[src/shared/crp_pkg.sv]
// Package of constants and types for the code region profiler counter.
package crp_pkg;
  // ******************************************************************
  // Geometry
  // ******************************************************************
  localparam int          NUM_REGIONS = 3;
  localparam int          ADDR_W      = 32;
  localparam int          CNT_W       = 32;
  localparam int          DIV_W       = 3;
  localparam int          PRESC_W     = 5;
  localparam logic [2:0]  DIV_MAX     = 3'h5;
  // ******************************************************************
  // Register map, byte addresses
  // ******************************************************************
  localparam logic [7:0]  OFF_CTRL    = 8'h00;
  localparam logic [7:0]  OFF_STATUS  = 8'h04;
  localparam logic [7:0]  OFF_REGION  = 8'h10;
  localparam logic [7:0]  REGION_STEP = 8'h20;
  localparam logic [7:0]  OFF_ENTRY   = 8'h00;
  localparam logic [7:0]  OFF_EXIT    = 8'h04;
  localparam logic [7:0]  OFF_CFG     = 8'h08;
  localparam logic [7:0]  OFF_VALUE   = 8'h0c;
  localparam logic [7:0]  OFF_TALLY   = 8'h10;
  // ******************************************************************
  // Field positions
  // ******************************************************************
  localparam int          CTRL_START_BIT   = 0;
  localparam int          CTRL_STOP_BIT    = 1;
  localparam int          CTRL_AUTO_BIT    = 2;
  localparam int          CTRL_RESTART_BIT = 3;
  localparam int          CFG_SRC_BIT      = 0;
  localparam int          CFG_DIV_LSB      = 4;
  localparam int          STATUS_RUN_BIT   = 0;
  localparam int          STATUS_VALID_BIT = 1;
  // ******************************************************************
  // Reset values
  // ******************************************************************
  localparam logic [ADDR_W-1:0] ADDR_RST = 32'h0000_0000;
  localparam logic [CNT_W-1:0]  CNT_RST  = 32'h0000_0000;
  typedef enum logic {CRP_SRC_CYCLES = 1'b0, CRP_SRC_INSNS = 1'b1} crp_src_t;
  typedef enum logic [1:0] {
    CRP_IDLE = 2'b00,
    CRP_RUN  = 2'b01,
    CRP_DONE = 2'b10
  } crp_state_t;
endpackage

[src/shared/crp_region_if.sv]
// Interface between the profiler control and one region counter.
`timescale 1ns/1ps
interface crp_region_if;
  import crp_pkg::*;
  logic [ADDR_W-1:0] entryAddr;
  logic [ADDR_W-1:0] exitAddr;
  crp_src_t          countSrc;
  logic [DIV_W-1:0]  divSel;
  logic              clear;
  logic              counting;
  logic [CNT_W-1:0]  value;
  logic [CNT_W-1:0]  tally;
  modport ctrl (output entryAddr, exitAddr, countSrc, divSel, clear, counting,
                input value, tally);
  modport region (input entryAddr, exitAddr, countSrc, divSel, clear, counting,
                  output value, tally);
endinterface

[src/rtl/crp_region.sv]
// One code region: inside tracking, divided cycle or instruction count, entry tally.
`timescale 1ns/1ps
module crp_region
  import crp_pkg::*;
(
  input  wire logic              clk,
  input  wire logic              reset_n,
  input  wire logic              insnValid,
  input  wire logic [ADDR_W-1:0] insnAddr,
  crp_region_if.region           rif
);
  logic               inside_q;
  logic [PRESC_W-1:0] presc_q;
  logic [CNT_W-1:0]   value_q;
  logic [CNT_W-1:0]   tally_q;
  wire  hitEntry = insnValid && (insnAddr == rif.entryAddr);
  wire  hitExit  = insnValid && (insnAddr == rif.exitAddr);
  // The exit instruction itself is still counted as time inside the region.
  wire  active   = rif.counting && (inside_q || hitEntry);
  wire  [PRESC_W-1:0] divMask = PRESC_W'((1 << rif.divSel) - 1);
  wire  divTick  = (presc_q & divMask) == divMask;
  wire  cycleInc = active && divTick; // RULE3
  wire  insnInc  = active && insnValid;
  wire  doInc    = (rif.countSrc == CRP_SRC_INSNS) ? insnInc : cycleInc; // RULE2
  assign rif.value = value_q;
  assign rif.tally = tally_q;
  always_ff @(posedge clk or negedge reset_n) begin
    if (!reset_n) begin
      inside_q <= 1'b0;
      presc_q  <= '0;
      value_q  <= CNT_RST;
      tally_q  <= CNT_RST;
    end else if (rif.clear) begin
      inside_q <= 1'b0; // RULE10
      presc_q  <= '0;
      value_q  <= CNT_RST;
      tally_q  <= CNT_RST;
    end else if (rif.counting) begin
      inside_q <= hitExit ? 1'b0 : (hitEntry ? 1'b1 : inside_q); // RULE4
      presc_q  <= active ? presc_q + PRESC_W'(1) : presc_q;
      value_q  <= doInc ? value_q + CNT_W'(1) : value_q; // RULE4
      tally_q  <= (hitEntry && !inside_q) ? tally_q + CNT_W'(1) : tally_q; // RULE5
    end
  end
endmodule

[src/rtl/crp_profiler.sv]
// Top of the code region profiler counter: APB registers, run control, three regions.
// Operation
// RULE1 - Three regions, each with entry and exit
// RULE2 - Per region choose cycles or instructions
// RULE3 - Cycle count divided by 1 to 32
// RULE4 - Count only between entry and exit
// RULE5 - Tally each entry into region
// RULE6 - Results valid only after profiler stopped
// RULE7 - Auto-start when CPU leaves reset
// RULE8 - Debugger restarts before each run/step; the RESTART bit of CTRL is only stored and read back, nothing restarts
// RULE9 - Entry and exit three instructions apart
// RULE10 - Start clears all counters and tallies
`timescale 1ns/1ps
module crp_profiler
  import crp_pkg::*;
(
  input  wire logic              clk,
  input  wire logic              reset_n,
  input  wire logic              psel,
  input  wire logic              penable,
  input  wire logic              pwrite,
  input  wire logic [7:0]        paddr,
  input  wire logic [31:0]       pwdata,
  output logic      [31:0]       prdata,
  output logic                   pready,
  output logic                   pslverr,
  input  wire logic              cpuResetN,
  input  wire logic              insnValid,
  input  wire logic [ADDR_W-1:0] insnAddr,
  output logic                   running
);
  // ******************************************************************
  // Bus decode
  // ******************************************************************
  crp_state_t        state_q;
  crp_state_t        state_d;
  logic              autoStart_q;
  logic              restartOpt_q;
  logic              cpuResetN_q;
  logic [ADDR_W-1:0] entry_q [NUM_REGIONS];
  logic [ADDR_W-1:0] exit_q  [NUM_REGIONS];
  logic              src_q   [NUM_REGIONS];
  logic [DIV_W-1:0]  div_q   [NUM_REGIONS];
  logic [31:0]       rdata_q;
  logic [31:0]       regionWord;
  wire  access    = psel && penable;
  wire  wrEn      = access && pwrite;
  wire  rdEn      = access && !pwrite;
  wire  isCtrl    = paddr == OFF_CTRL;
  wire  isStatus  = paddr == OFF_STATUS;
  wire  [7:0] rel = paddr - OFF_REGION;
  // The full index is compared, so addresses past the last region do not alias onto region 0.
  wire  [7:0] relIdx = rel / REGION_STEP;
  wire  [1:0] regIdx = relIdx[1:0];
  wire  [7:0] regOff = rel % REGION_STEP;
  wire  inRegion  = (paddr >= OFF_REGION) && (32'(relIdx) < NUM_REGIONS) &&
                    (regOff <= OFF_TALLY) && (regOff[1:0] == 2'h0);
  wire  mapped    = isCtrl || isStatus || inRegion;
  wire  startCmd  = wrEn && isCtrl && pwdata[CTRL_START_BIT];
  wire  stopCmd   = wrEn && isCtrl && pwdata[CTRL_STOP_BIT];
  // The CPU leaving reset is a rising edge of its reset line, sampled once.
  wire  cpuRelease = cpuResetN && !cpuResetN_q;
  wire  autoGo    = autoStart_q && cpuRelease; // RULE7
  wire  goCmd     = startCmd || autoGo;
  assign pready  = 1'b1;
  assign pslverr = access && !mapped;
  assign prdata  = rdata_q;
  assign running = state_q == CRP_RUN;
  // ******************************************************************
  // Run control
  // ******************************************************************
  always_comb begin
    state_d = state_q;
    case (state_q)
      CRP_IDLE: begin
        if (goCmd) state_d = CRP_RUN;
      end
      CRP_RUN: begin
        if (stopCmd && !startCmd) state_d = CRP_DONE;
      end
      CRP_DONE: begin
        if (goCmd) state_d = CRP_RUN;
      end
      default: state_d = CRP_IDLE;
    endcase
  end
  always_ff @(posedge clk or negedge reset_n) begin
    if (!reset_n) begin
      state_q      <= CRP_IDLE;
      autoStart_q  <= 1'b0;
      restartOpt_q <= 1'b0;
      // Reset to the idle level of the line, so that no false release follows reset.
      cpuResetN_q  <= 1'b1;
    end else begin
      state_q     <= state_d;
      cpuResetN_q <= cpuResetN;
      if (wrEn && isCtrl) begin
        autoStart_q  <= pwdata[CTRL_AUTO_BIT];
        restartOpt_q <= pwdata[CTRL_RESTART_BIT];
      end
    end
  end
  // ******************************************************************
  // Region configuration and counters
  // ******************************************************************
  crp_region_if rif [NUM_REGIONS] ();
  logic [CNT_W-1:0] valueArr [NUM_REGIONS];
  logic [CNT_W-1:0] tallyArr [NUM_REGIONS];
  for (genvar g = 0; g < NUM_REGIONS; g++) begin : gReg // RULE1
    wire  cfgWr = wrEn && inRegion && (32'(regIdx) == g);
    always_ff @(posedge clk or negedge reset_n) begin
      if (!reset_n) begin
        entry_q[g] <= ADDR_RST;
        exit_q[g]  <= ADDR_RST;
        src_q[g]   <= 1'b0;
        div_q[g]   <= '0;
      end else if (cfgWr && regOff == OFF_ENTRY) begin
        entry_q[g] <= pwdata;
      end else if (cfgWr && regOff == OFF_EXIT) begin
        exit_q[g]  <= pwdata;
      end else if (cfgWr && regOff == OFF_CFG) begin
        src_q[g]   <= pwdata[CFG_SRC_BIT]; // RULE2
        div_q[g]   <= (pwdata[CFG_DIV_LSB +: DIV_W] > DIV_MAX) ? DIV_MAX
                      : pwdata[CFG_DIV_LSB +: DIV_W]; // RULE3
      end
    end
    // Entry and exit closer than three instructions may miss an edge.
    assign rif[g].entryAddr = entry_q[g]; // RULE9
    assign rif[g].exitAddr  = exit_q[g];
    assign rif[g].countSrc  = crp_src_t'(src_q[g]);
    assign rif[g].divSel    = div_q[g];
    assign rif[g].clear     = goCmd; // RULE10
    assign rif[g].counting  = running;
    assign valueArr[g]      = rif[g].value;
    assign tallyArr[g]      = rif[g].tally;
    crp_region crp_region_inst (
      .clk       (clk),
      .reset_n   (reset_n),
      .insnValid (insnValid),
      .insnAddr  (insnAddr),
      .rif       (rif[g])
    );
  end
  // ******************************************************************
  // Read path
  // ******************************************************************
  // Counters keep moving while running, so reads then are only a snapshot.
  wire  resultsValid = state_q == CRP_DONE; // RULE6
  wire  [1:0] ri = (32'(regIdx) < NUM_REGIONS) ? regIdx : 2'h0;
  always_comb begin
    case (regOff)
      OFF_ENTRY: regionWord = entry_q[ri];
      OFF_EXIT:  regionWord = exit_q[ri];
      OFF_CFG:   regionWord = {{(32-CFG_DIV_LSB-DIV_W){1'b0}}, div_q[ri], 3'h0, src_q[ri]};
      OFF_VALUE: regionWord = valueArr[ri];
      OFF_TALLY: regionWord = tallyArr[ri];
      default:   regionWord = 32'h0000_0000;
    endcase
  end
  wire  [31:0] ctrlWord = {28'h0000000, restartOpt_q, autoStart_q, 2'h0};
  wire  [31:0] statWord = {30'h00000000, resultsValid, running};
  wire  [31:0] rdMux = isCtrl ? ctrlWord : isStatus ? statWord :
                       inRegion ? regionWord : 32'h0000_0000;
  always_ff @(posedge clk or negedge reset_n) begin
    if (!reset_n) begin
      rdata_q <= 32'h0000_0000;
    end else if (psel && !penable && !pwrite) begin
      rdata_q <= rdMux;
    end
  end
  wire  unusedRd = rdEn;
endmodule

[config.mk]
export PLATFORM = sky130hd
export DESIGN_NAME = crp_profiler
export DESIGN_NICKNAME = d
export VERILOG_FILES = /design/src/shared/crp_pkg.sv /design/src/shared/crp_region_if.sv /design/src/rtl/crp_region.sv /design/src/rtl/crp_profiler.sv
export SDC_FILE = /design/constraint.sdc
export NUM_CORES = 1
export LEC_CHECK = 0
export ABC_AREA = 1
export ABC_CLOCK_PERIOD_IN_PS = 6610
export BUFFER_PORTS_ARGS = -buffer_cell sky130_fd_sc_hd__buf_4
export CAP_MARGIN = 40
export CORE_UTILIZATION = 32
export CTS_CLUSTER_SIZE = 20
export DETAILED_ROUTE_END_ITERATION = 16
export GPL_TIMING_DRIVEN = 0
export PLACE_DENSITY_LB_ADDON = 0.05
export SLEW_MARGIN = 15
export SYNTH_ARGS = -nofsm -noshare
export SYNTH_HDL_FRONTEND = slang
export SYNTH_HIERARCHICAL = 1
export SYNTH_SLANG_ARGS = --single-unit
[constraint.sdc]
create_clock -name clk -period 6.61 [get_ports clk]
set_input_delay 0.661 -clock clk [delete_from_list [all_inputs] [get_ports clk]]
set_output_delay 0.661 -clock clk [all_outputs]
set_load 0.03 [all_outputs]
==> flow_metrics.env, run 1 <==
export IMPL_rsz0062_at_grt="no"
export IMPL_fp_dieW_um=313
export IMPL_cts_sinks=451
export IMPL_boundaryPins=114
export IMPL_finalCritPeriodShare_pct=54.0
export IMPL_skew_ns=0.0395
export IMPL_numPortBuffers=112
export IMPL_syn_inst=4546
export IMPL_grt_pass1_vias=30803
export IMPL_clockBufferDepth=3
export IMPL_p_leak_nw=17.0
export IMPL_reg2regPathDepth=11
export IMPL_layout_min_cycle_time_ns=3.57
export IMPL_post_cts_setup_buffers=0
export IMPL_peakVddDrop_uv=199
export IMPL_setup_ws_ns=3.04
export IMPL_core_area_um2=95600
export IMPL_first_iter_violations=3411
export IMPL_cts_tree="built"
export IMPL_hpwl_mm=127
export IMPL_hold_path_depth=1
export IMPL_ys_flop_type="dfrtp_1"
export IMPL_syn_area_um2=31000
export IMPL_utilization_pct=37.4
export IMPL_synth_area_leaders="dfrtp_1 (36%), nand2_1 (18%), inv_1 (5.9%), nand3_1 (5.8%), nor2_1 (4.7%)"
export IMPL_hold_viol_final=0
export IMPL_tightest_slew_ns=0.911
export IMPL_crit_type="in2reg"
export IMPL_yosysMostFrequentCell="nand2_1"
export IMPL_start_util_pct=32.5
export IMPL_yosysTopAreaCell="dfrtp_1"
export IMPL_status="completed"
export IMPL_area_delta_synth_final_pct=15.4
export IMPL_antenna_found_initial=1
export IMPL_grt_start_max_net_pins=93
export IMPL_fp_dieArea_um2=98200
export IMPL_start_kind="input pin"
export IMPL_drtPass1Iterations=6
export IMPL_fmax_ghz=0.280
export IMPL_cp_required_ns=7.12
export IMPL_place_ws_ns=2.47
export IMPL_syn_num_nets=4637
export IMPL_ys_warn_count=6
export IMPL_power_density_nw_per_um2=201
export IMPL_hp_class="in2reg"
export IMPL_place_area_um2=33700
export IMPL_crit_path_end_kind="register"
export IMPL_cts_htree_levels=2
export IMPL_wl_per_cell_um=26.1
export IMPL_finalMaxSlewViolations=0
export IMPL_synthArstFlopShare_pct=100
export IMPL_cts_made_buffers=58
export IMPL_vias=32476
export IMPL_ys_types=51
export IMPL_die_y_um=313
export IMPL_root_buffer="clkbuf_16"
export IMPL_drt_total_wl_mm=158
export IMPL_grt_pass1_wl_mm=225
export IMPL_place_inst=5931
export IMPL_drc=0
export IMPL_tns_ns=0
export IMPL_design_area_um2=35800
export IMPL_slew_limit_headroom_pct=38.8
export IMPL_drive_above_1_share_pct=10.8
export IMPL_gp_congestion=0.996
export IMPL_synth_top_area_share_pct=36.3
export IMPL_grtUsageTotal_pct=31.8
export IMPL_finalSetupViolations=0
export IMPL_maxCapViolCount=0
export IMPL_rows=113
export IMPL_avgSynthCellArea_um2=6.82
export IMPL_postRouteAntennaNets=0
export IMPL_finalNonFillerCells=6046
export IMPL_synth_edf_count=0
export IMPL_clk_latency_ns=0.69
export IMPL_overflow=0
export IMPL_ys_ff_latch=451
export IMPL_worstPathMaxFanout=10
export IMPL_num_nets_final=4821
export IMPL_synth_commonest_cells="nand2_1 (1459), inv_1 (491), dfrtp_1 (450)"
export IMPL_vias_per_cell=5.37
export IMPL_num_fill_cells=10608
export IMPL_seq_area_frac_synth_pct=36.4
export IMPL_clkTransAtPathRegs_ns=0.06
export IMPL_critPathArrivalTime_ns=4.08
what timing repair did:
item,in CTS,in global routing
hold endpoints to repair,28,0
hold buffers,1,0
resized for setup,0,0
setup endpoints to repair,0,0
stage by stage:
step / hold WS, ns / total power [W]
floorplan: 0.365 / 0.00326
global placement: 0.468 / 0.00364
detailed placement: 0.469 / 0.00365
CTS: 0.0764 / 0.00723
global route: 0.0979 / 0.00742
finish: 0.111 / 0.00719
worst paths after layout:
kind                                        startpoint                                                end  slack (ns)
worst min-delay path                         cpuResetN                              cpuResetN_q$_DFF_PN1_        0.11
worst max-delay path                          paddr[5]                             prdata[28]$_DFFE_PN0P_        3.04
max in group asynchronous                      reset_n  gReg[0].crp_region_inst/rif.value[19]$_DFFE_PN0P_        4.93
worst min register to register   prdata[6]$_DFFE_PN0P_                              prdata[6]$_DFFE_PN0P_        0.48
worst max register to register  state_q[1]$_DFFE_PN0P_       gReg[1].crp_region_inst/inside_q$_DFFE_PN0P_        3.77
min in group asynchronous                      reset_n                    rif[2].exitAddr[23]$_DFFE_PN0P_        0.45
layout make-up:
cell class                 count  area [um2]  share of cell area, %
buffer                       183        1120                   3.14
sequential                   451       11300                   31.5
clock buffer                  76        1640                   4.58
multi-input combinational   3396       16700                   46.6
inverter                     516        1940                   5.41
clock inverter                33         450                   1.26
tap                         1265        1580                   4.42
timing repair buffer         124        1070                   3.00
antenna                        2        5.00                 0.0140
cell families (layout without fill, tap and decap cells):
family / Yosys count / count (layout) / synth area share (%)
and+or+nand+nor: 2647 / 2647 / 37.4
buffers and inverters: 699 / 932 / 9.87
AOI/OAI and AO/OA: 578 / 578 / 11.4
DFF: 451 / 451 / 36.4
xor gates and xnor gates: 158 / 158 / 4.46
adders and majority gates: 12 / 12 / 0.484
other: 1 / 3 / 0.0121
layer usage:
| layer | up-vias | GRT usage, % | part of all wire [%] |
|---|---|---|---|
| li1 | 15146 | - | - |
| met1 | 15832 | 45.2 | 45 |
| met2 | 1281 | 47.8 | 43 |
| met3 | 217 | 5.52 | 7.8 |
| met4 | 0 | 12.1 | 3.9 |
| met5 | - | 0 | 0 |
registers in the layout (all words and copies together) (netlist names), 3 cells and up:
name / flops
gReg.crp_region_inst/rif.tally: 96
gReg.crp_region_inst/rif.value: 96
rif.entryAddr: 96
rif.exitAddr: 96
prdata: 32
gReg.crp_region_inst/presc_q: 15
rif.divSel: 9
gReg.crp_region_inst/inside_q: 3
rif.countSrc: 3
cell usage in the layout, fill, tap and decap left out, drive strengths merged, types with 75 or more instances in the layout:
master  Yosys  final
nand4     128    128
clkbuf     48    124
o21ai     353    353
nor3      138    138
dfrtp     450    450
xor2       80     80
nand3     378    378
nand2    1467   1467
nor2      406    406
xnor2      78     78
o211ai     75     75
inv       510    512
buf       135    258
critical path, cell delays in order:
cell and delay [ns]:
buf_4 0.13, inv_1 0.17, ha_1 0.35, inv_1 0.23, nand3_2 0.31, buf_2 0.36
clkbuf_1 0.39, o21ai_0 0.54, nand2_1 0.11, o31ai_1 0.72, nand2_1 0.10
where the power goes:
group	switching, W	internal (W)
sequential	0.0000785	0.00280
combinational	0.000534	0.000203
clock	0.00143	0.00213
total	0.00205	0.00514
Power figures use the tool's default switching activity.
==> inputs of run 2 (changes only) <==
- ABC_CLOCK_PERIOD_IN_PS: 6610 -> 3600
- clock period: 6.61 -> 3.6 ns (I/O delays scaled with it)
==> flow_metrics.env, run 2 (same netlist as run 1, synthesis figures left out) <==
export IMPL_hold_path_end="state_q[1]$_DFFE_PN0P_"
export IMPL_busiest_layer="met2"
export IMPL_num_fill_cells=10607
export IMPL_cts_sinks=451
export IMPL_grtUsageMet1_pct=45.2
export IMPL_vias=32400
export IMPL_crit_family="buffers and inverters"
export IMPL_hpwl_mm=127
export IMPL_drtPass1Iterations=6
export IMPL_final_cell_mix="nand2_1 (1459), inv_1 (491), dfrtp_1 (450)"
export IMPL_clkTransAtPathRegs_ns=0.06
export IMPL_peakVddDrop_uv=363
export IMPL_crit_type="in2reg"
export IMPL_root_buffer="clkbuf_16"
export IMPL_drive_above_1_share_pct=10.8
export IMPL_total_power_w=0.0132
export IMPL_rsz0062_at_grt="no"
export IMPL_grt_use_met2_pct=47.8
export IMPL_cp_slowest_stage_delay_ns=0.68
export IMPL_fmax_ghz=0.310
export IMPL_cp_cell_sequence="buf_4 -> inv_1 -> ha_1 -> inv_1 -> nand3_2 -> buf_2 -> clkbuf_1 -> o21ai_0 -> nand2_1 -> o31ai_1 -> nand2_1"
export IMPL_grt_use_met3_pct=5.52
export IMPL_skew_ns=0.0354
export IMPL_drt_total_wl_mm=158
export IMPL_die_y_um=313
export IMPL_tns_ns=0
export IMPL_clk_latency_ns=0.69
export IMPL_grtUsageTotal_pct=31.8
export IMPL_p_leak_nw=17.0
export IMPL_crit_path_end_kind="register"
export IMPL_multi_input_area_um2=16700
export IMPL_regArea_um2=11300
export IMPL_start_util_pct=32.5
export IMPL_antenna_found_initial=1
export IMPL_r2r_start="state_q[1]$_DFFE_PN0P_"
export IMPL_power_density_nw_per_um2=369
export IMPL_cp_required_ns=4.11
export IMPL_gp_congestion=0.996
export IMPL_hold_path_depth=3
export IMPL_rrSetupSlack_ns=0.69
export IMPL_wl_per_cell_um=26.1
export IMPL_cp_num_buf_inv=5
export IMPL_final_common_cell="nand2_1"
export IMPL_hp_class="in2reg"
export IMPL_cts_tree="built"
export IMPL_numPortBuffers=112
export IMPL_drc=0
export IMPL_status="completed"
export IMPL_design_area_um2=35800
export IMPL_overflow=0
export IMPL_fp_dieArea_um2=98200
export IMPL_finalMaxSlewViolations=0
export IMPL_utilization_pct=37.5
export IMPL_critPathArrivalTime_ns=3.74
export IMPL_r2r_end="gReg[1].crp_region_inst/inside_q$_DFFE_PN0P_"
export IMPL_cts_made_buffers=58
export IMPL_area_delta_synth_final_pct=15.4
export IMPL_whs_ns=0.0650
export IMPL_rows=113
export IMPL_layout_min_cycle_time_ns=3.22
export IMPL_finalSetupViolations=0
export IMPL_core_area_um2=95600
export IMPL_slew_limit_headroom_pct=38.5
export IMPL_clockBufferDepth=3
export IMPL_reg2regPathDepth=11
export IMPL_hold_viol_final=0
export IMPL_grt_start_max_net_pins=93
export IMPL_vias_per_cell=5.36
export IMPL_boundaryPins=114
export IMPL_grt_pass1_vias=30803
export IMPL_first_iter_violations=3487
export IMPL_maxCapViolCount=0
export IMPL_num_nets_final=4822
export IMPL_cts_htree_levels=2
export IMPL_tightest_slew_ns=0.914
export IMPL_cts_resized=0
export IMPL_place_area_um2=33700
export IMPL_grt_pass1_wl_mm=225
export IMPL_postRouteAntennaNets=0
export IMPL_fp_dieW_um=313
export IMPL_start_kind="input pin"
export IMPL_slowest_stage="o31ai_1"
export IMPL_hold_start="pwdata[1]"
export IMPL_finalCritPeriodShare_pct=89.5
export IMPL_worstPathMaxFanout=10
==> run 2: final cells by class <==
class / instances / area share, %
Tap cell: 1265 / 4.42
Clock inverter: 33 / 1.26
Timing Repair Buffer: 125 / 3.02
Antenna cell: 3 / 0.0210
Inverter: 516 / 5.41
Multi-Input combinational cell: 3396 / 46.6
Buffer: 183 / 3.14
Sequential cell: 451 / 31.5
Clock buffer: 76 / 4.58
==> run 2: through the flow <==
stage                     std cells  setup slack [ns]
after CTS                      6042             0.463
after detailed placement       5931            -0.235
after global placement         5923             -3.23
final                          6048             0.379
after floorplan                4546             0.980
after global routing           6045             0.341
==> run 2: worst min-delay path: stages <==
cell and delay, ns:
buf_4 0.14, nand3b_1 0.11, o22ai_1 0.08
==> run 2: power breakdown <==
| part | leakage [nW] | switching, W | internal (W) |
|---|---|---|---|
| registers | 6.15 | 0.000145 | 0.00515 |
| logic | 9.84 | 0.000982 | 0.000374 |
| clock network | 1.01 | 0.00263 | 0.00392 |
==> run 2: per-layer routing <==
layer | part of all wire (%) | wire, um
met5 | 0 | 0
met4 | 3.9 | 6190
met3 | 8.0 | 12600
met2 | 43 | 67500
met1 | 45 | 71400
==> run 2: how the worst max path moves through the flow <==
stage,to,startpoint,slack [ns],cells past startpoint
floorplan,gReg[1].crp_region_inst/rif.tally[24]$_DFFE_PN0P_,state_q[1]$_DFFE_PN0P_,0.98,7
detailed placement,prdata[19]$_DFFE_PN0P_,paddr[5],-0.23,11
finish,prdata[28]$_DFFE_PN0P_,paddr[5],0.38,11
global route,prdata[19]$_DFFE_PN0P_,paddr[5],0.34,11
CTS,prdata[19]$_DFFE_PN0P_,paddr[5],0.46,11
global placement,gReg[0].crp_region_inst/rif.value[19]$_DFFE_PN0P_,reset_n,-3.23,1
==> run 2: repair_timing <==
| item | CTS | global route |
|---|---|---|
| buffers inserted | 0 | 0 |
| endpoints found under the setup margin | 0 | 0 |
| hold endpoints to repair | 156 | 0 |
| hold buffers | 2 | 0 |
